### src/design/cmf_pkg.sv
// Constants, types and helpers shared by the CAN mode and flag control block.
package cmf_pkg;

   // ****************************************************************
   // Timing
   // ****************************************************************
   localparam int CLK_PERIOD_PS = 5000;
   localparam int T_DET_UV_NS = 20;
   localparam int T_REC_UV_NS = 20;
   // Both are least times, so the cycle counts round up.
   localparam int DET_UV_CYC_RAW = (T_DET_UV_NS * 1000 + CLK_PERIOD_PS - 1)
                                   / CLK_PERIOD_PS;
   localparam int REC_UV_CYC_RAW = (T_REC_UV_NS * 1000 + CLK_PERIOD_PS - 1)
                                   / CLK_PERIOD_PS;
   localparam int DET_UV_CYC = (DET_UV_CYC_RAW < 1) ? 1 : DET_UV_CYC_RAW;
   localparam int REC_UV_CYC = (REC_UV_CYC_RAW < 1) ? 1 : REC_UV_CYC_RAW;

   // ****************************************************************
   // Register map and fields
   // ****************************************************************
   localparam logic [7:0] CTRL_OFS = 8'h00;
   localparam logic [7:0] STATUS_OFS = 8'h04;
   localparam int CTRL_TX_ALLOW_BIT = 0;
   localparam logic CTRL_TX_ALLOW_RST = 1'b1;
   localparam int ST_MODE_LSB = 0;
   localparam int ST_PWON_BIT = 3;
   localparam int ST_WAKE_BIT = 4;
   localparam int ST_WSRC_BIT = 5;
   localparam int ST_LFAIL_BIT = 6;
   localparam int ST_VCC_UV_BIT = 7;
   localparam int ST_VIO_UV_BIT = 8;
   localparam int ST_VBAT_UV_BIT = 9;
   localparam int ST_SYS_LSB = 10;

   // ****************************************************************
   // Modes
   // ****************************************************************
   typedef enum logic [2:0] {
      SYS_OFF = 3'h0,
      SYS_STANDBY = 3'h1,
      SYS_NORMAL = 3'h2,
      SYS_LISTEN = 3'h3,
      SYS_SLEEP = 3'h4
   } cmf_sys_e;

   // Gray codes along off, offline, wake, pass-through, active, listen.
   typedef enum logic [2:0] {
      CAN_OFF = 3'h0,
      CAN_OFFLINE = 3'h1,
      CAN_WAKE = 3'h3,
      CAN_PASS = 3'h2,
      CAN_ACTIVE = 3'h6,
      CAN_LISTEN = 3'h7
   } cmf_can_e;

   typedef enum logic [1:0] {
      BIAS_FLOAT = 2'h0,
      BIAS_GND = 2'h1,
      BIAS_HALF = 2'h2
   } cmf_bias_e;

   // Bus-side mode for a given system mode, supply state and wake flag.
   function automatic cmf_can_e cmf_mode_of(input logic [2:0] sys,
                                            input logic vcc_uv,
                                            input logic wake);
      case (sys)
         SYS_STANDBY, SYS_SLEEP: cmf_mode_of = wake ? CAN_WAKE : CAN_OFFLINE;
         SYS_NORMAL: cmf_mode_of = vcc_uv ? CAN_PASS : CAN_ACTIVE;
         SYS_LISTEN: cmf_mode_of = vcc_uv ? CAN_PASS : CAN_LISTEN;
         default: cmf_mode_of = CAN_OFF;
      endcase
   endfunction

endpackage

### src/design/cmf_ctrl.sv
// Bus-side mode control, diagnostic flags, status pin and register slave.
//
// Overview of operation
// - System off: bus side off, bus pins and receive output floating.
// - Sleep or standby, wake clear: offline, bus to ground, receive high.
// - Offline: no transmit or receive, only low-power receiver watches.
// - Sleep or standby, wake set: wake mode, receive low, bus to ground.
// - Normal or listen with supply low: pass-through, no transmit.
// - Pass-through: low-power receiver result drives the receive output.
// - Normal with supply good: active mode, transmit and receive.
// - Active: no transmission until transmit input seen high once.
// - Active, recessive: bus biased at half supply.
// - Listen with supply good: receive only, bus at half supply.
// - Four flags; mode picks one for the status pin while I/O is up.
// - Status pin low when selected flag set, high when clear.
// - Power-on flag sets when battery recovers from undervoltage.
// - Power-on flag also sets wake and wake-source flags.
// - Power-on shown in listen from standby or sleep; cleared by normal.
// - Wake set by wake-ups or power-on, shown asleep, cleared by normal.
// - Wake-source set by local wake or power-on, shown in normal.
// - Local failure set by four failure events, shown in listen from normal.
// - Local failure cleared by power-on, or by resolution conditions.
// - Supplies filtered by detection and recovery times.
`timescale 1ns/1ps
module cmf_ctrl
   import cmf_pkg::*;
#(
   parameter int DET_CYC = DET_UV_CYC,
   parameter int REC_CYC = REC_UV_CYC
)
(
   input wire logic clk,
   input wire logic rst,
   // AHB-Lite slave.
   input wire logic hsel,
   input wire logic [31:0] haddr,
   input wire logic [1:0] htrans,
   input wire logic hwrite,
   input wire logic [2:0] hsize,
   input wire logic [31:0] hwdata,
   input wire logic hready,
   output logic hreadyout,
   output logic hresp,
   output logic [31:0] hrdata,
   // System side.
   input wire logic [2:0] sys_mode,
   input wire logic vcc_below,
   input wire logic io_level_supply_below,
   input wire logic vbat_below,
   input wire logic wake_local,
   input wire logic wake_remote,
   input wire logic fail_txd_dom,
   input wire logic fail_txd_rxd_short,
   input wire logic fail_bus_dom,
   input wire logic fail_overtemp,
   // Host pins and bus side.
   input wire logic txd,
   input wire logic rxd_lowpower,
   input wire logic rxd_diff,
   output logic rxd,
   output logic rxd_oe_n,
   output logic err_n,
   output logic err_oe_n,
   output logic tx_dominant,
   output logic [1:0] bus_bias,
   output logic [2:0] can_mode
);

   // ****************************************************************
   // State
   // ****************************************************************
   typedef struct packed {
      cmf_can_e mode;
      logic [2:0] prev_sys;
      logic from_normal;
      logic vbat_uv_q;
      logic pwon;
      logic wake;
      logic wsrc;
      logic lfail;
      logic lfail_other;
      logic bus_dom_q;
      logic armed;
      logic tx_allow;
      logic dp_wr;
      logic [7:0] dp_addr;
      logic [31:0] rdata;
      logic rxd;
      logic rxd_oe_n;
      logic err_n;
      logic err_oe_n;
      logic tx_dom;
      cmf_bias_e bias;
   } cmf_ctrl_s;

   cmf_ctrl_s s_r;
   cmf_ctrl_s s_nxt;
   logic vcc_uv;
   logic vio_uv;
   logic vbat_uv;
   logic enter_normal;
   logic pwon_set;
   logic any_fail;
   logic other_fail;
   logic sel_flag;
   logic addr_ok;
   logic [31:0] status_word;

   // ****************************************************************
   // Supply filters
   // ****************************************************************
   cmf_uv_filter #(.DET_CYC(DET_CYC), .REC_CYC(REC_CYC)) u_vcc_uv
   (
      .clk(clk),
      .rst(rst),
      .below(vcc_below),
      .uv(vcc_uv)
   );

   cmf_uv_filter #(.DET_CYC(DET_CYC), .REC_CYC(REC_CYC)) u_vio_uv
   (
      .clk(clk),
      .rst(rst),
      .below(io_level_supply_below),
      .uv(vio_uv)
   );

   cmf_uv_filter #(.DET_CYC(DET_CYC), .REC_CYC(REC_CYC)) u_vbat_uv
   (
      .clk(clk),
      .rst(rst),
      .below(vbat_below),
      .uv(vbat_uv)
   );

   // ****************************************************************
   // Event decode
   // ****************************************************************
   // Mode transitions and failure summary used by the flag logic.
   assign enter_normal = (sys_mode == SYS_NORMAL) &&
                         (s_r.prev_sys != SYS_NORMAL);
   assign pwon_set = s_r.vbat_uv_q && !vbat_uv;
   assign other_fail = fail_txd_dom || fail_txd_rxd_short || fail_overtemp;
   assign any_fail = other_fail || fail_bus_dom;

   // Status word read by software.
   always_comb
   begin
      status_word = '0;
      status_word[ST_MODE_LSB +: 3] = s_r.mode;
      status_word[ST_PWON_BIT] = s_r.pwon;
      status_word[ST_WAKE_BIT] = s_r.wake;
      status_word[ST_WSRC_BIT] = s_r.wsrc;
      status_word[ST_LFAIL_BIT] = s_r.lfail;
      status_word[ST_VCC_UV_BIT] = vcc_uv;
      status_word[ST_VIO_UV_BIT] = vio_uv;
      status_word[ST_VBAT_UV_BIT] = vbat_uv;
      status_word[ST_SYS_LSB +: 3] = sys_mode;
   end

   // Flag that the current system mode puts on the status pin.
   always_comb
   begin
      case (sys_mode)
         SYS_STANDBY, SYS_SLEEP: sel_flag = s_r.wake;
         SYS_NORMAL: sel_flag = s_r.wsrc;
         SYS_LISTEN: sel_flag = s_r.from_normal ? s_r.lfail : s_r.pwon;
         default: sel_flag = 1'b0;
      endcase
   end

   assign addr_ok = hsel && htrans[1] && hready;

   // ****************************************************************
   // Next state
   // ****************************************************************
   always_comb
   begin
      s_nxt = s_r;
      s_nxt.prev_sys = sys_mode;
      s_nxt.vbat_uv_q = vbat_uv;
      s_nxt.bus_dom_q = fail_bus_dom;

      // Listen mode remembers which mode led into it.
      if (sys_mode == SYS_LISTEN && s_r.prev_sys != SYS_LISTEN)
      begin
         s_nxt.from_normal = (s_r.prev_sys == SYS_NORMAL);
      end

      // Power-on flag: the set wins over the clear.
      if (enter_normal)
      begin
         s_nxt.pwon = 1'b0;
      end
      if (pwon_set)
      begin
         s_nxt.pwon = 1'b1;
      end

      // Wake flag.
      if (enter_normal)
      begin
         s_nxt.wake = 1'b0;
      end
      if (wake_local || wake_remote || pwon_set)
      begin
         s_nxt.wake = 1'b1;
      end

      // Wake-up source flag: only a local wake-up or power-on names it.
      if (s_r.prev_sys == SYS_NORMAL && sys_mode != SYS_NORMAL)
      begin
         s_nxt.wsrc = 1'b0;
      end
      if (wake_local || pwon_set)
      begin
         s_nxt.wsrc = 1'b1;
      end

      // Local failure flag: clears first, then any live failure sets.
      if (pwon_set)
      begin
         s_nxt.lfail = 1'b0;
         s_nxt.lfail_other = 1'b0;
      end
      else if (!any_fail && s_r.lfail)
      begin
         if (enter_normal || (!s_r.rxd && !s_r.rxd_oe_n && txd) ||
             (s_r.bus_dom_q && !s_r.lfail_other))
         begin
            s_nxt.lfail = 1'b0;
            s_nxt.lfail_other = 1'b0;
         end
      end
      if (any_fail)
      begin
         s_nxt.lfail = 1'b1;
      end
      if (other_fail)
      begin
         s_nxt.lfail_other = 1'b1;
      end

      // Bus-side mode follows its inputs every cycle.
      s_nxt.mode = cmf_mode_of(sys_mode, vcc_uv, s_r.wake);

      // Transmit arming within active mode.
      if (s_nxt.mode != CAN_ACTIVE)
      begin
         s_nxt.armed = 1'b0;
      end
      else if (txd)
      begin
         s_nxt.armed = 1'b1;
      end

      // Bus drive, bias and receive output per mode.
      s_nxt.tx_dom = 1'b0;
      s_nxt.rxd_oe_n = 1'b0;
      s_nxt.rxd = 1'b1;
      s_nxt.bias = BIAS_GND;
      case (s_nxt.mode)
         CAN_OFF:
         begin
            s_nxt.rxd_oe_n = 1'b1;
            s_nxt.bias = BIAS_FLOAT;
         end
         CAN_OFFLINE:
         begin
            s_nxt.rxd = 1'b1;
         end
         CAN_WAKE:
         begin
            s_nxt.rxd = 1'b0;
         end
         CAN_PASS:
         begin
            s_nxt.rxd = rxd_lowpower;
         end
         CAN_ACTIVE:
         begin
            s_nxt.bias = BIAS_HALF;
            s_nxt.rxd = rxd_diff;
            s_nxt.tx_dom = s_r.armed && !txd && s_r.tx_allow &&
                           !s_r.lfail_other;
         end
         CAN_LISTEN:
         begin
            s_nxt.bias = BIAS_HALF;
            s_nxt.rxd = rxd_diff;
         end
         default:
         begin
            s_nxt.rxd_oe_n = 1'b1;
            s_nxt.bias = BIAS_FLOAT;
         end
      endcase

      // Status pin is driven only while the I/O supply is up.
      s_nxt.err_oe_n = vio_uv || (sys_mode == SYS_OFF);
      s_nxt.err_n = !sel_flag;

      // Register bus: address phase captured, write in data phase.
      if (s_r.dp_wr && s_r.dp_addr == CTRL_OFS)
      begin
         s_nxt.tx_allow = hwdata[CTRL_TX_ALLOW_BIT];
      end
      s_nxt.dp_wr = addr_ok && hwrite;
      s_nxt.dp_addr = haddr[7:0];
      if (addr_ok && !hwrite)
      begin
         case (haddr[7:0])
            CTRL_OFS: s_nxt.rdata = {31'h0, s_nxt.tx_allow};
            STATUS_OFS: s_nxt.rdata = status_word;
            default: s_nxt.rdata = 32'h0;
         endcase
      end
   end

   // ****************************************************************
   // State register
   // ****************************************************************
   always_ff @(posedge clk or posedge rst)
   begin
      if (rst)
      begin
         s_r <= '{mode: CAN_OFF, prev_sys: SYS_OFF, from_normal: 1'b0,
                  vbat_uv_q: 1'b1, pwon: 1'b0, wake: 1'b0, wsrc: 1'b0,
                  lfail: 1'b0, lfail_other: 1'b0, bus_dom_q: 1'b0,
                  armed: 1'b0, tx_allow: CTRL_TX_ALLOW_RST, dp_wr: 1'b0,
                  dp_addr: 8'h00, rdata: 32'h0, rxd: 1'b1, rxd_oe_n: 1'b1,
                  err_n: 1'b1, err_oe_n: 1'b1, tx_dom: 1'b0,
                  bias: BIAS_FLOAT};
      end
      else
      begin
         s_r <= s_nxt;
      end
   end

   // ****************************************************************
   // Outputs
   // ****************************************************************
   assign hreadyout = 1'b1;
   assign hresp = 1'b0;
   assign hrdata = s_r.rdata;
   assign rxd = s_r.rxd;
   assign rxd_oe_n = s_r.rxd_oe_n;
   assign err_n = s_r.err_n;
   assign err_oe_n = s_r.err_oe_n;
   assign tx_dominant = s_r.tx_dom;
   assign bus_bias = s_r.bias;
   assign can_mode = s_r.mode;
endmodule // cmf_ctrl

### src/design/cmf_uv_filter.sv
// Supply undervoltage filter with separate detection and recovery times.
`timescale 1ns/1ps
module cmf_uv_filter
   import cmf_pkg::*;
#(
   parameter int DET_CYC = DET_UV_CYC,
   parameter int REC_CYC = REC_UV_CYC,
   parameter int CW = 16
)
(
   input wire logic clk,
   input wire logic rst,
   input wire logic below,
   output logic uv
);

   // ****************************************************************
   // State
   // ****************************************************************
   typedef struct packed {
      logic uv;
      logic [CW-1:0] cnt;
   } cmf_uvf_s;

   cmf_uvf_s s_r;
   cmf_uvf_s s_nxt;
   logic [CW-1:0] limit;

   // Counts the counter cannot hold are refused when the design is built.
   if (DET_CYC < 1 || REC_CYC < 1 || DET_CYC >= (1 << CW) ||
       REC_CYC >= (1 << CW))
   begin : g_bad_counts
      $error("cmf_uv_filter: cycle counts out of range");
   end

   // The raw level must hold for the whole time before the state flips.
   always_comb
   begin
      s_nxt = s_r;
      limit = s_r.uv ? CW'(REC_CYC) : CW'(DET_CYC);
      if (below != s_r.uv)
      begin
         if (s_r.cnt + CW'(1) >= limit)
         begin
            s_nxt.uv = below;
            s_nxt.cnt = '0;
         end
         else
         begin
            s_nxt.cnt = s_r.cnt + CW'(1);
         end
      end
      else
      begin
         s_nxt.cnt = '0;
      end
   end

   // Supplies count as low out of reset.
   always_ff @(posedge clk or posedge rst)
   begin
      if (rst)
      begin
         s_r <= '{uv: 1'b1, cnt: '0};
      end
      else
      begin
         s_r <= s_nxt;
      end
   end

   assign uv = s_r.uv;

endmodule // cmf_uv_filter

### config.mk
export PLATFORM = sky130hd
export DESIGN_NAME = cmf_ctrl
export DESIGN_NICKNAME = d
export VERILOG_FILES = /design/src/design/cmf_pkg.sv /design/src/design/cmf_ctrl.sv /design/src/design/cmf_uv_filter.sv
export SDC_FILE = /design/constraint.sdc
export NUM_CORES = 1
export LEC_CHECK = 0
export BUFFER_PORTS_ARGS = -buffer_cell sky130_fd_sc_hd__buf_2
export CAP_MARGIN = 20
export CELL_PAD_IN_SITES_DETAIL_PLACEMENT = 1
export CELL_PAD_IN_SITES_GLOBAL_PLACEMENT = 2
export CORE_ASPECT_RATIO = 1.4
export CORE_UTILIZATION = 32
export DETAILED_ROUTE_END_ITERATION = 7
export GPL_TIMING_DRIVEN = 0
export MAX_ROUTING_LAYER = met4
export PLACE_DENSITY_LB_ADDON = 0.1
export SLEW_MARGIN = 20
export SYNTH_ARGS = -nofsm -noshare
export SYNTH_HDL_FRONTEND = slang
export SYNTH_SLANG_ARGS = --single-unit
### constraint.sdc
create_clock -name clk -period 4.3 [get_ports clk]
set_clock_uncertainty 0.1 [all_clocks]
set_input_delay 0.86 -clock clk [delete_from_list [all_inputs] [get_ports clk]]
set_output_delay 0.86 -clock clk [all_outputs]
set_load 0.05 [all_outputs]
==> run summary, run 1 <==
SYNTH
----------------------------------------------------------------------------------
Most used flip-flop cell after synthesis ............................ sky130_fd_sc_hd__dfrtp_1
Yosys reg bits ......................................................           96
Unique masters post-synth ...........................................           60
Synthesized area ....................................................     4200 um2
Fraction of registers with async set or reset after synthesis .......         100%
Gate count after technology mapping .................................          366
Number of enable-type register cells in the synthesized netlist .....            0
Sequential share of the synthesized area ............................        57.4%
Yosys warning count .................................................            0
Synthesized area per cell ...........................................     11.5 um2

CRITICAL PATH
----------------------------------------------------------------------------------
R2R Setup Slk .......................................................      2.04 ns
Sort of element at the end of the critical path .....................    flip-flop
CP required .........................................................      4.48 ns
Capturing point of the worst reg2reg path ........................... u_vbat_uv.uv
WP data arrival .....................................................      2.47 ns
Largest fanout of any net on the critical path ......................           10
RR Startpoint ....................................................... u_vbat_uv.s_r[0]
Number of cells on the worst reg-to-reg path ........................            7
Worst Path Class, Setup ............................................. primary input to flip-flop
Startpoint kind of the worst setup timing path ...................... primary input

STA
----------------------------------------------------------------------------------
Actual slew at the worst max-slew pin ...............................     0.622 ns
Slew Limit Fails ....................................................            0
Total of endpoints with negative setup slack in the final report ....            0
Final-report hold violation count ...................................            0
Highest Clock Rate ..................................................    0.437 GHz
Ratio of final minimum period to clock period .......................        53.2%
Min cycle time layout ...............................................      2.29 ns
Setup repair after global routing missed its margin .................        false
Max-Slew Margin vs Limit ............................................        58.5%

DRT
----------------------------------------------------------------------------------
Via count ...........................................................         3028
Via density .........................................................         4.67
Wirelength per Cell .................................................      13.5 um
Final routed DRC violation total ....................................            0
Final routed wirelength across all metal layers .....................      8.76 mm
Antenna viol nets, final ............................................            0
Initial DRC count ...................................................           61
Number of detailed-route iterations in the first pass ...............            4

POWER
----------------------------------------------------------------------------------
Total power draw ....................................................      1.97 mW
Static Leak .........................................................      2.47 nW
Pwr dens ............................................................   378 nW/um2
Peak VDD IR .........................................................     0.182 mV

CELLS AND AREA
----------------------------------------------------------------------------------
Most common cell after layout, fill and taps aside .................. sky130_fd_sc_hd__dfrtp_1
ANT cells ...........................................................            0
Commonest cells after routing, fill and taps aside .................. sky130_fd_sc_hd__dfrtp_1, sky130_fd_sc_hd__conb_1, sky130_fd_sc_hd__buf_2
Post-synthesis to final-layout area growth ..........................        24.0%
Sequential cell area ................................................     2410 um2
# fillers ...........................................................         1461
Fin nets ............................................................          583
Share of final-layout standard cells stronger than drive strength 1 .        26.2%
Final standard cell area without fillers ............................     5210 um2
Final core occ ......................................................        40.7%
Footprint of the multi-input gates ..................................     1670 um2
Number of non-filler instances in the completed layout ..............          649

CTS
----------------------------------------------------------------------------------
Clock-pin transition on the worst setup and hold timing paths .......      0.07 ns
Number of buffers added to fix hold violations after cts ............            0
Total setup buffers inserted after CTS ..............................            0
CTS tree ............................................................        built
Number of CTS-inserted buffers ......................................            9
Post-CTS sizing .....................................................            0
Max clock buf depth .................................................            2
Number of H-tree branching levels ...................................            3
Clock latency on the worst-skew pair ................................      0.34 ns
CTS Root Buffer Type ................................................ sky130_fd_sc_hd__clkbuf_16
Number of clock sinks ...............................................           96

DIE
----------------------------------------------------------------------------------
Area enclosed by the die boundary ...................................    13600 um2
Area of the core ....................................................    12800 um2
Die Width ...........................................................      98.9 um
Chip Height .........................................................       138 um
Starting density of the core ........................................        32.8%
Number of rows in the core area .....................................           49
Io pins .............................................................          133

MIN PATH
----------------------------------------------------------------------------------
Type of the tightest min-delay check ................................ flip-flop to flip-flop
Cell depth of the worst hold path ...................................            0
End point of the most critical hold path ............................      s_r[56]
HP Start ............................................................ u_vbat_uv.uv

GLOBAL ROUTE
----------------------------------------------------------------------------------
Number of antenna violations at the first check in global routing ...            0
Via count of the first global-routing pass ..........................         3210
Maximum number of pins on one net before global-route repair ........           78
Overall fraction of global-route tracks in use ......................        15.0%
Total grt overflow ..................................................            0
Wire length of the first global-routing pass ........................      15.2 mm

PLACE
----------------------------------------------------------------------------------
Input/output buffers ................................................           52
Cell total after placement ..........................................          633
DPL Wire Length .....................................................      6.57 mm
Last weighted congestion value of the routability-driven placer .....        0.749
Placed inst area ....................................................     4920 um2

FLOW RUN
----------------------------------------------------------------------------------
Maximum capacitance violations ......................................            0

OUTCOME
----------------------------------------------------------------------------------
Status .............................................................. finished clean

[report_power, final]
group | total (mW) | leakage, nW | switching, mW | internal (mW)
clock | 0.789 | 0.143 | 0.338 | 0.451
combinational | 0.199 | 1.17 | 0.135 | 0.0644
sequential | 0.982 | 1.15 | 0.0351 | 0.947
[Yosys cell counts, types with 2 or more instances]
master	number	area share [%]
sky130_fd_sc_hd__and2_1	2	0.30
sky130_fd_sc_hd__a22oi_1	3	0.54
sky130_fd_sc_hd__mux2i_1	2	0.48
sky130_fd_sc_hd__dfrtp_1	87	52
sky130_fd_sc_hd__nand2b_1	5	0.74
sky130_fd_sc_hd__nor2_1	23	2.1
sky130_fd_sc_hd__xnor2_1	3	0.63
sky130_fd_sc_hd__nor4_1	9	1.3
sky130_fd_sc_hd__nand2_1	24	2.1
sky130_fd_sc_hd__mux2_2	2	0.54
sky130_fd_sc_hd__nand4b_1	2	0.42
sky130_fd_sc_hd__a31oi_1	3	0.45
sky130_fd_sc_hd__ha_1	3	0.89
sky130_fd_sc_hd__nand3_1	12	1.4
sky130_fd_sc_hd__nor4b_1	2	0.42
sky130_fd_sc_hd__nor3b_1	2	0.36
sky130_fd_sc_hd__o21ai_0	8	0.95
sky130_fd_sc_hd__a21oi_1	6	0.71
sky130_fd_sc_hd__buf_4	39	7.0
sky130_fd_sc_hd__and3_1	5	0.74
sky130_fd_sc_hd__a22o_1	13	2.7
sky130_fd_sc_hd__inv_1	9	0.80
sky130_fd_sc_hd__and4_1	6	1.2
sky130_fd_sc_hd__o21ai_1	4	0.48
sky130_fd_sc_hd__o211ai_1	2	0.36
sky130_fd_sc_hd__nand4_1	12	1.8
sky130_fd_sc_hd__nor4_4	2	1.0
sky130_fd_sc_hd__dfstp_2	9	5.6
sky130_fd_sc_hd__conb_1	2	0.18
sky130_fd_sc_hd__clkbuf_1	5	0.45
sky130_fd_sc_hd__or3_1	3	0.45
sky130_fd_sc_hd__nor3_1	16	1.9
sky130_fd_sc_hd__nor2b_1	3	0.45
sky130_fd_sc_hd__a211o_1	2	0.42
sky130_fd_sc_hd__mux2_1	3	0.80
sky130_fd_sc_hd__xor2_1	9	1.9
[state kept, by name, indices dropped and copies added (netlist names), 2 cells and up]
register,cells
s_r,22
u_vbat_uv.s_r,16
u_vcc_uv.s_r,16
u_vio_uv.s_r,16
hrdata,13
can_mode,3
bus_bias,2
[layout make-up]
type	instances	share of cell area, %
buffer	44	5.98
clock buffer	9	4.32
clock inverter	7	1.37
inverter	9	0.744
multi-input combinational	278	32.1
sequential	96	46.3
tap	153	3.67
timing repair buffer	53	5.52
[cell families after synthesis]
group,share of synthesized area [%]
fa+ha+maj,0.893
simple gates,18.6
compound gates,10.4
mux,1.82
flops,57.4
xor+xnor,2.50
other cells,0.179
buf+inv,8.21
[layer usage]
| layer | routed length, um | track usage (%) | up-vias |
|---|---|---|---|
| met3 | 199 | 2.03 | 13 |
| met4 | 185 | 7.55 | 0 |
| met2 | 4830 | 27.3 | 48 |
| li1 | - | - | 1475 |
| met5 | 0 | - | - |
| met1 | 3540 | 15.9 | 1492 |
[through the flow]
step	hold WS [ns]	TNS (ns)	worst slack (ns)
floorplan	0.282	0	0.850
global route	0.322	0	1.84
finish	0.309	0	2.01
CTS	0.313	0	1.96
detailed placement	0.303	0	1.61
global placement	0.296	-19.38	-0.229
[how the worst max path moves through the flow]
stage | startpoint | endpoint | slack, ns | cells past startpoint
6_report | hwrite | hrdata[3] | 2.01 | 6
3_3_place_gp | rst | u_vcc_uv.s_r[5] | -0.23 | 2
3_5_place_dp | hwrite | hrdata[3] | 1.61 | 6
4_1_cts | hwrite | hrdata[3] | 1.96 | 6
5_1_grt | sys_mode[2] | s_r[51] | 1.84 | 7
2_1_floorplan | rst | bus_bias[0] | 0.85 | 1
[worst max-delay path, stage by stage]
cell                       delay [ns]
sky130_fd_sc_hd__buf_2           0.10
sky130_fd_sc_hd__nand4b_1        0.35
sky130_fd_sc_hd__nor2_1          0.23
sky130_fd_sc_hd__and2_1          0.19
sky130_fd_sc_hd__clkbuf_1        0.50
sky130_fd_sc_hd__a22o_1          0.23
(Power assumes the default switching activity.)
==> inputs of run 2 (changes only) <==
==> constraint.sdc (replaced) <==
create_clock -name clk -period 2.3 [get_ports clk]
set_clock_uncertainty 0.1 [all_clocks]
set_input_delay 0.46 -clock clk [delete_from_list [all_inputs] [get_ports clk]]
set_output_delay 0.46 -clock clk [all_outputs]
set_load 0.05 [all_outputs]
==> run 2 against run 1 <==
Register-to-register slack worse by 1.9 ns. Sequential share of layout area is 0.54 points lower. First-iteration DRC count is 85% higher. Clock-buffer cell count is 2 higher. Worst setup slack worse by 1.9 ns. Sequential cell count stayed put. Design area is 1.2% higher. Clock power is 75% higher. Cell count is 0.46% higher. Core utilization is 0.48 points higher. Global-route usage is 0.29 points higher. Via count is 0.73% higher.
==> run summary, run 2 (synthesized netlist as in run 1, its figures left out) <==
OUTCOME
----------------------------------------------------------------------------------
Status .............................................................. finished clean

GLOBAL ROUTE
----------------------------------------------------------------------------------
Met1 demand-to-capacity share in global routing .....................        16.3%   +0.40 points
Via count of the first global-routing pass ..........................         3259   +1.5%
Met3 usage in global routing ........................................        2.89%   +0.86 points
Met2 usage ..........................................................        28.2%   +0.93 points
Overall fraction of global-route tracks in use ......................        15.3%   +0.29 points
Number of antenna violations at the first check in global routing ...            0   unchanged
Maximum number of pins on one net before global-route repair ........           33   -58%
Wire length of the first global-routing pass ........................      15.6 mm   +3.2%
Total grt overflow ..................................................            0   unchanged
Most crowded layer after global routing .............................         met2

DIE
----------------------------------------------------------------------------------
Number of rows in the core area .....................................           49   unchanged
Die Width ...........................................................      98.9 um   unchanged
Area enclosed by the die boundary ...................................    13600 um2   unchanged
Area of the core ....................................................    12800 um2   unchanged
Io pins .............................................................          133   unchanged
Chip Height .........................................................       138 um   unchanged
Starting density of the core ........................................        32.8%   unchanged

STA
----------------------------------------------------------------------------------
Setup repair after global routing missed its margin .................        false
Ratio of final minimum period to clock period .......................        95.4%
Post-Route Setup TNS ................................................         0 ns   unchanged
Min cycle time layout ...............................................      2.19 ns
Actual slew at the worst max-slew pin ...............................     0.623 ns   +0.000362 ns
Slew Limit Fails ....................................................            0   unchanged
Highest Clock Rate ..................................................    0.456 GHz
Max-Slew Margin vs Limit ............................................        58.5%   about the same
Total of endpoints with negative setup slack in the final report ....            0   unchanged
Final-report hold violation count ...................................            0   unchanged

CRITICAL PATH
----------------------------------------------------------------------------------
CP peak stage delay .................................................      0.40 ns   -0.10 ns
Worst Path Class, Setup ............................................. flip-flop to flip-flop
Largest fanout of any net on the critical path ......................            4   -6
Sort of element at the end of the critical path .....................    flip-flop
Worst path cell trace ............................................... ha_2 -> and4_4 -> a311o_1 -> a32o_2 -> nor4_4 -> mux2_4
RR Startpoint ....................................................... u_vbat_uv.s_r[0]
Capturing point of the worst reg2reg path ........................... u_vbat_uv.uv
Startpoint kind of the worst setup timing path ......................    flip-flop
Number of cells on the worst reg-to-reg path ........................            6   -1
Max stage delay cell, worst path .................................... sky130_fd_sc_hd__dfrtp_1
CP required .........................................................      2.46 ns   -2.02 ns
WP data arrival .....................................................      2.36 ns   -0.11 ns
R2R Setup Slk .......................................................      0.11 ns   -1.93 ns

PLACE
----------------------------------------------------------------------------------
DPL Wire Length .....................................................      6.84 mm   +4.1%
Cell total after placement ..........................................          635   +0.32%
Input/output buffers ................................................           52   unchanged
Placed inst area ....................................................     4960 um2   +0.94%
Last weighted congestion value of the routability-driven placer .....        0.774   +3.4%

CTS
----------------------------------------------------------------------------------
CTS tree ............................................................        built
CTS Root Buffer Type ................................................ sky130_fd_sc_hd__clkbuf_16
Number of CTS-inserted buffers ......................................            9   unchanged
Number of clock sinks ...............................................           96   unchanged
Number of H-tree branching levels ...................................            3   unchanged
Clock latency on the worst-skew pair ................................      0.34 ns   about the same
Clock-pin transition on the worst setup and hold timing paths .......      0.07 ns   about the same
Max clock buf depth .................................................            2   unchanged

DRT
----------------------------------------------------------------------------------
Initial DRC count ...................................................          113   +85%
Via count ...........................................................         3050   +0.73%
Via density .........................................................         4.68   +0.26%
Final routed DRC violation total ....................................            0   unchanged
Number of detailed-route iterations in the first pass ...............            4   unchanged
Wirelength per Cell .................................................      13.8 um   +2.0%
Final routed wirelength across all metal layers .....................      8.97 mm   +2.5%
Antenna viol nets, final ............................................            0   unchanged

FLOW RUN
----------------------------------------------------------------------------------
Maximum capacitance violations ......................................            0   unchanged

CELLS AND AREA
----------------------------------------------------------------------------------
Fin nets ............................................................          586   +0.51%
Reg with most FFs ...................................................          s_r
Final standard cell area without fillers ............................     5280 um2   +1.2%
Most common cell after layout, fill and taps aside .................. sky130_fd_sc_hd__dfrtp_1
Max FFs per register ................................................           22   unchanged
Commonest cells after routing, fill and taps aside .................. sky130_fd_sc_hd__dfrtp_1, sky130_fd_sc_hd__conb_1, sky130_fd_sc_hd__buf_2
Share of final-layout standard cells stronger than drive strength 1 .        27.9%   +1.6 points
ANT cells ...........................................................            0   unchanged
Number of non-filler instances in the completed layout ..............          652   +0.46%
Post-synthesis to final-layout area growth ..........................        25.5%

MIN PATH
----------------------------------------------------------------------------------
Type of the tightest min-delay check ................................ primary input to asynchronous set/reset pin

POWER
----------------------------------------------------------------------------------
Peak VDD IR .........................................................     0.334 mV   +83%
Pwr dens ............................................................   683 nW/um2   +81%
Static Leak .........................................................      2.48 nW   +0.36%
Total power draw ....................................................      3.60 mW   +83%

run 2: cell type report:
| class | instances | area, um2 |
|---|---|---|
| clock buffers | 11 | 243 |
| multi-input cells | 278 | 1700 |
| flip-flops and latches | 96 | 2410 |
| plain buffers | 44 | 312 |
| fillers | 1446 | 7540 |
| inverters | 9 | 37.5 |
| clock inverters | 5 | 32.5 |
| repair buffers | 56 | 343 |
| well taps | 153 | 191 |
run 2: timing repair:
item	4_1_cts	5_1_grt
hold buffers	0	0
setup buffers	0	1
setup endpoints to repair	0	2
gates resized for setup	0	8
run 2: worst max-delay path by stage:
| stage | from | to | cells after the start |
|---|---|---|---|
| final | u_vbat_uv.s_r[0] | u_vbat_uv.uv | 6 |
| after global routing | u_vbat_uv.s_r[0] | u_vbat_uv.uv | 6 |
| after CTS | u_vbat_uv.s_r[0] | u_vbat_uv.uv | 7 |
| after detailed placement | sys_mode[2] | s_r[51] | 7 |
| after global placement | rst | u_vcc_uv.s_r[5] | 2 |
| after floorplan | u_vbat_uv.s_r[0] | u_vbat_uv.uv | 6 |
run 2: power breakdown:
part | switching, mW | total, mW | internal [mW]
clock | 0.623 | 1.38 | 0.759
combinational | 0.256 | 0.385 | 0.129
sequential | 0.0670 | 1.84 | 1.77
run 2: layer usage:
layer | vias up | wire length (um) | part of all wire, %
met3 | 8 | 217 | 2.4
met2 | 48 | 5010 | 56
met5 | - | 0 | 0
met4 | 0 | 136 | 1.5
met1 | 1506 | 3610 | 40
li1 | 1488 | - | -
run 2: worst max-delay path, delay by kind of cell (launching register included):
family | cells | cell delay, ns
adder cells (fa/ha/maj) | 1 | 0.22
multiplexers | 1 | 0.33
AO/OA/AOI/OAI | 2 | 0.57
flip-flops | 1 | 0.40
AND/OR/NAND/NOR | 2 | 0.51
run 2: metrics by stage:
stage / hold WS [ns] / util, % / worst slack [ns]
after floorplan: 0.282 / - / 0.276
after global placement: 0.295 / 38.2 / -0.0475
after detailed placement: 0.294 / 38.7 / 0.0528
after CTS: 0.0569 / 40.9 / 0.0487
after global routing: 0.0882 / 41.2 / 0.0410
final: 0.0598 / 41.2 / 0.105
==> inputs of run 3 (changes only) <==
--- a/config.mk
+++ b/config.mk
@@ -13,6 +13,7 @@
 export CORE_UTILIZATION = 32
 export DETAILED_ROUTE_END_ITERATION = 7
 export GPL_TIMING_DRIVEN = 0
+export HOLD_SLACK_MARGIN = 0.1
 export MAX_ROUTING_LAYER = met4
 export PLACE_DENSITY_LB_ADDON = 0.1
 export SLEW_MARGIN = 20
==> constraint.sdc (replaced) <==
create_clock -name clk -period 2.26 [get_ports clk]
set_clock_uncertainty 0.1 [all_clocks]
set_input_delay 0.452 -clock clk [delete_from_list [all_inputs] [get_ports clk]]
set_output_delay 0.452 -clock clk [all_outputs]
set_load 0.05 [all_outputs]
==> run 3 against run 2 <==
Via count rose by 0.13%. Global-route usage about the same. Register-to-register slack worse by 0.04 ns. Sequential share of layout area shrank 0.087 points. Core utilization is 0.078 points higher. Total power up 1.8%. Design area rose by 0.19%. First-iteration DRC count stayed put. Sequential power about the same. Critical path depth unchanged.
==> run summary, run 3 (synthesized netlist as in run 1, its figures left out) <==
CELLS AND AREA
----------------------------------------------------------------------------------
Fin nets ............................................................          587   +0.17%
# fillers ...........................................................         1447   +0.069%
Commonest cells after routing, fill and taps aside .................. sky130_fd_sc_hd__dfrtp_1, sky130_fd_sc_hd__conb_1, sky130_fd_sc_hd__buf_2
ANT cells ...........................................................            0   unchanged
Reg with most FFs ...................................................          s_r
Post-synthesis to final-layout area growth ..........................        25.7%
Share of final-layout standard cells stronger than drive strength 1 .        27.8%   -0.056 points
Most common cell after layout, fill and taps aside .................. sky130_fd_sc_hd__dfrtp_1
Max FFs per register ................................................           22   unchanged

CRITICAL PATH
----------------------------------------------------------------------------------
Startpoint kind of the worst setup timing path ......................    flip-flop
CP peak stage delay .................................................      0.40 ns   about the same
CP required .........................................................      2.42 ns   -0.04 ns
Crit-path leading delay family ...................................... compound AO/OA/AOI/OAI gates
R2R Setup Slk .......................................................      0.07 ns   -0.04 ns
Max stage delay cell, worst path .................................... sky130_fd_sc_hd__dfrtp_1
Largest fanout of any net on the critical path ......................            4   unchanged
Sort of element at the end of the critical path .....................    flip-flop
WP data arrival .....................................................      2.36 ns   about the same
Buf/Inv on CP .......................................................            0   unchanged
Worst path cell trace ............................................... ha_2 -> and4_4 -> a311o_1 -> a32o_2 -> nor4_4 -> mux2_4
Worst Path Class, Setup ............................................. flip-flop to flip-flop

CTS
----------------------------------------------------------------------------------
Number of H-tree branching levels ...................................            3   unchanged
Clock latency on the worst-skew pair ................................      0.34 ns   about the same
Number of CTS-inserted buffers ......................................            9   unchanged
Clock-pin transition on the worst setup and hold timing paths .......      0.07 ns   about the same
CTS Root Buffer Type ................................................ sky130_fd_sc_hd__clkbuf_16
Max clock buf depth .................................................            2   unchanged
CTS tree ............................................................        built
Number of clock sinks ...............................................           96   unchanged

STA
----------------------------------------------------------------------------------
Min cycle time layout ...............................................      2.19 ns   -0.00000270 ns
Slew Limit Fails ....................................................            0   unchanged
Highest Clock Rate ..................................................    0.456 GHz   unchanged
Total of endpoints with negative setup slack in the final report ....            0   unchanged
Actual slew at the worst max-slew pin ...............................     0.630 ns   +0.00725 ns
Post-Route Setup TNS ................................................         0 ns   unchanged
Ratio of final minimum period to clock period .......................        97.1%   +1.7 points
Max-Slew Margin vs Limit ............................................        58.0%   -0.48 points
Setup repair after global routing missed its margin .................        false
Final-report hold violation count ...................................            0   unchanged

PLACE
----------------------------------------------------------------------------------
Last weighted congestion value of the routability-driven placer .....        0.774   unchanged
Input/output buffers ................................................           52   unchanged
DPL Wire Length .....................................................      6.84 mm   unchanged

OUTCOME
----------------------------------------------------------------------------------
Status .............................................................. finished clean

POWER
----------------------------------------------------------------------------------
Total power draw ....................................................      3.67 mW   +1.8%
Static Leak .........................................................      2.48 nW   +0.17%
Pwr dens ............................................................   694 nW/um2   +1.6%
Peak VDD IR .........................................................     0.339 mV   +1.6%

DRT
----------------------------------------------------------------------------------
Final routed wirelength across all metal layers .....................      8.99 mm   +0.22%
Final routed DRC violation total ....................................            0   unchanged
Via density .........................................................         4.68   about the same
Via count ...........................................................         3054   +0.13%
Initial DRC count ...................................................          113   unchanged
Wirelength per Cell .................................................      13.8 um   about the same
Antenna viol nets, final ............................................            0   unchanged
Number of detailed-route iterations in the first pass ...............            4   unchanged

DIE
----------------------------------------------------------------------------------
Area enclosed by the die boundary ...................................    13600 um2   unchanged
Number of rows in the core area .....................................           49   unchanged
Die Width ...........................................................      98.9 um   unchanged
Chip Height .........................................................       138 um   unchanged
Area of the core ....................................................    12800 um2   unchanged
Starting density of the core ........................................        32.8%   unchanged
Io pins .............................................................          133   unchanged

GLOBAL ROUTE
----------------------------------------------------------------------------------
Maximum number of pins on one net before global-route repair ........           33   unchanged
Number of antenna violations at the first check in global routing ...            0   unchanged
Overall fraction of global-route tracks in use ......................        15.3%   about the same
Via count of the first global-routing pass ..........................         3260   +0.031%
Wire length of the first global-routing pass ........................      15.7 mm   about the same
Total grt overflow ..................................................            0   unchanged

FLOW RUN
----------------------------------------------------------------------------------
Maximum capacitance violations ......................................            0   unchanged

MIN PATH
----------------------------------------------------------------------------------
Type of the tightest min-delay check ................................ primary input to flip-flop

## run 3: final cells by class
cell class / instances / area (um2) / share of cell area [%]
inverters: 9 / 37.5 / 0.710
clock inverters: 5 / 32.5 / 0.616
clock buffers: 11 / 243 / 4.59
repair buffers: 57 / 353 / 6.68
well taps: 153 / 191 / 3.62
multi-input cells: 278 / 1700 / 32.2
flip-flops and latches: 96 / 2410 / 45.7
plain buffers: 44 / 312 / 5.89
## run 3: worst paths after layout
path / start / endpoint / depth (start not counted)
worst max-delay path: u_vbat_uv.s_r[0] / u_vbat_uv.uv / 6
worst min-delay path: haddr[3] / s_r[42] / 1
worst max register to register: u_vbat_uv.s_r[0] / u_vbat_uv.uv / 6
worst min register to register: u_vbat_uv.uv / s_r[56] / 0
max in group asynchronous: rst / u_vcc_uv.s_r[2] / 5
min in group asynchronous: rst / hrdata[4] / 3
## run 3: metal layers
metal  GRT usage (%)  share of wire, %  vias up
li1                -                 -     1490
met1            16.3                40     1505
met2            28.2                56       51
met3            2.89               2.6        8
met4            5.22               1.5        0
met5               -                 0        -
## run 3: what timing repair did
item,4_1_cts,5_1_grt
endpoints found under the setup margin,0,2
setup buffers,0,1
endpoints found under the hold margin,19,0
resized for setup,0,8
hold buffers,1,0
## run 3: where the power goes
part | total (mW) | internal (mW) | switching, mW
clock network | 1.41 | 0.772 | 0.633
logic | 0.393 | 0.133 | 0.261
registers | 1.87 | 1.80 | 0.0682
## run 3: per-stage QoR
stage	utilization, %	hold slack (ns)	area [um2]	instances	setup WS, ns
global placement	38.2	0.295	4890	632	-0.0795
detailed placement	38.7	0.294	4960	635	0.0208
finish	41.2	0.128	5290	653	0.0653
CTS	41.0	0.114	5250	652	0.00872
floorplan	-	0.282	4440	427	0.236
global route	41.2	0.112	5290	653	0.00101
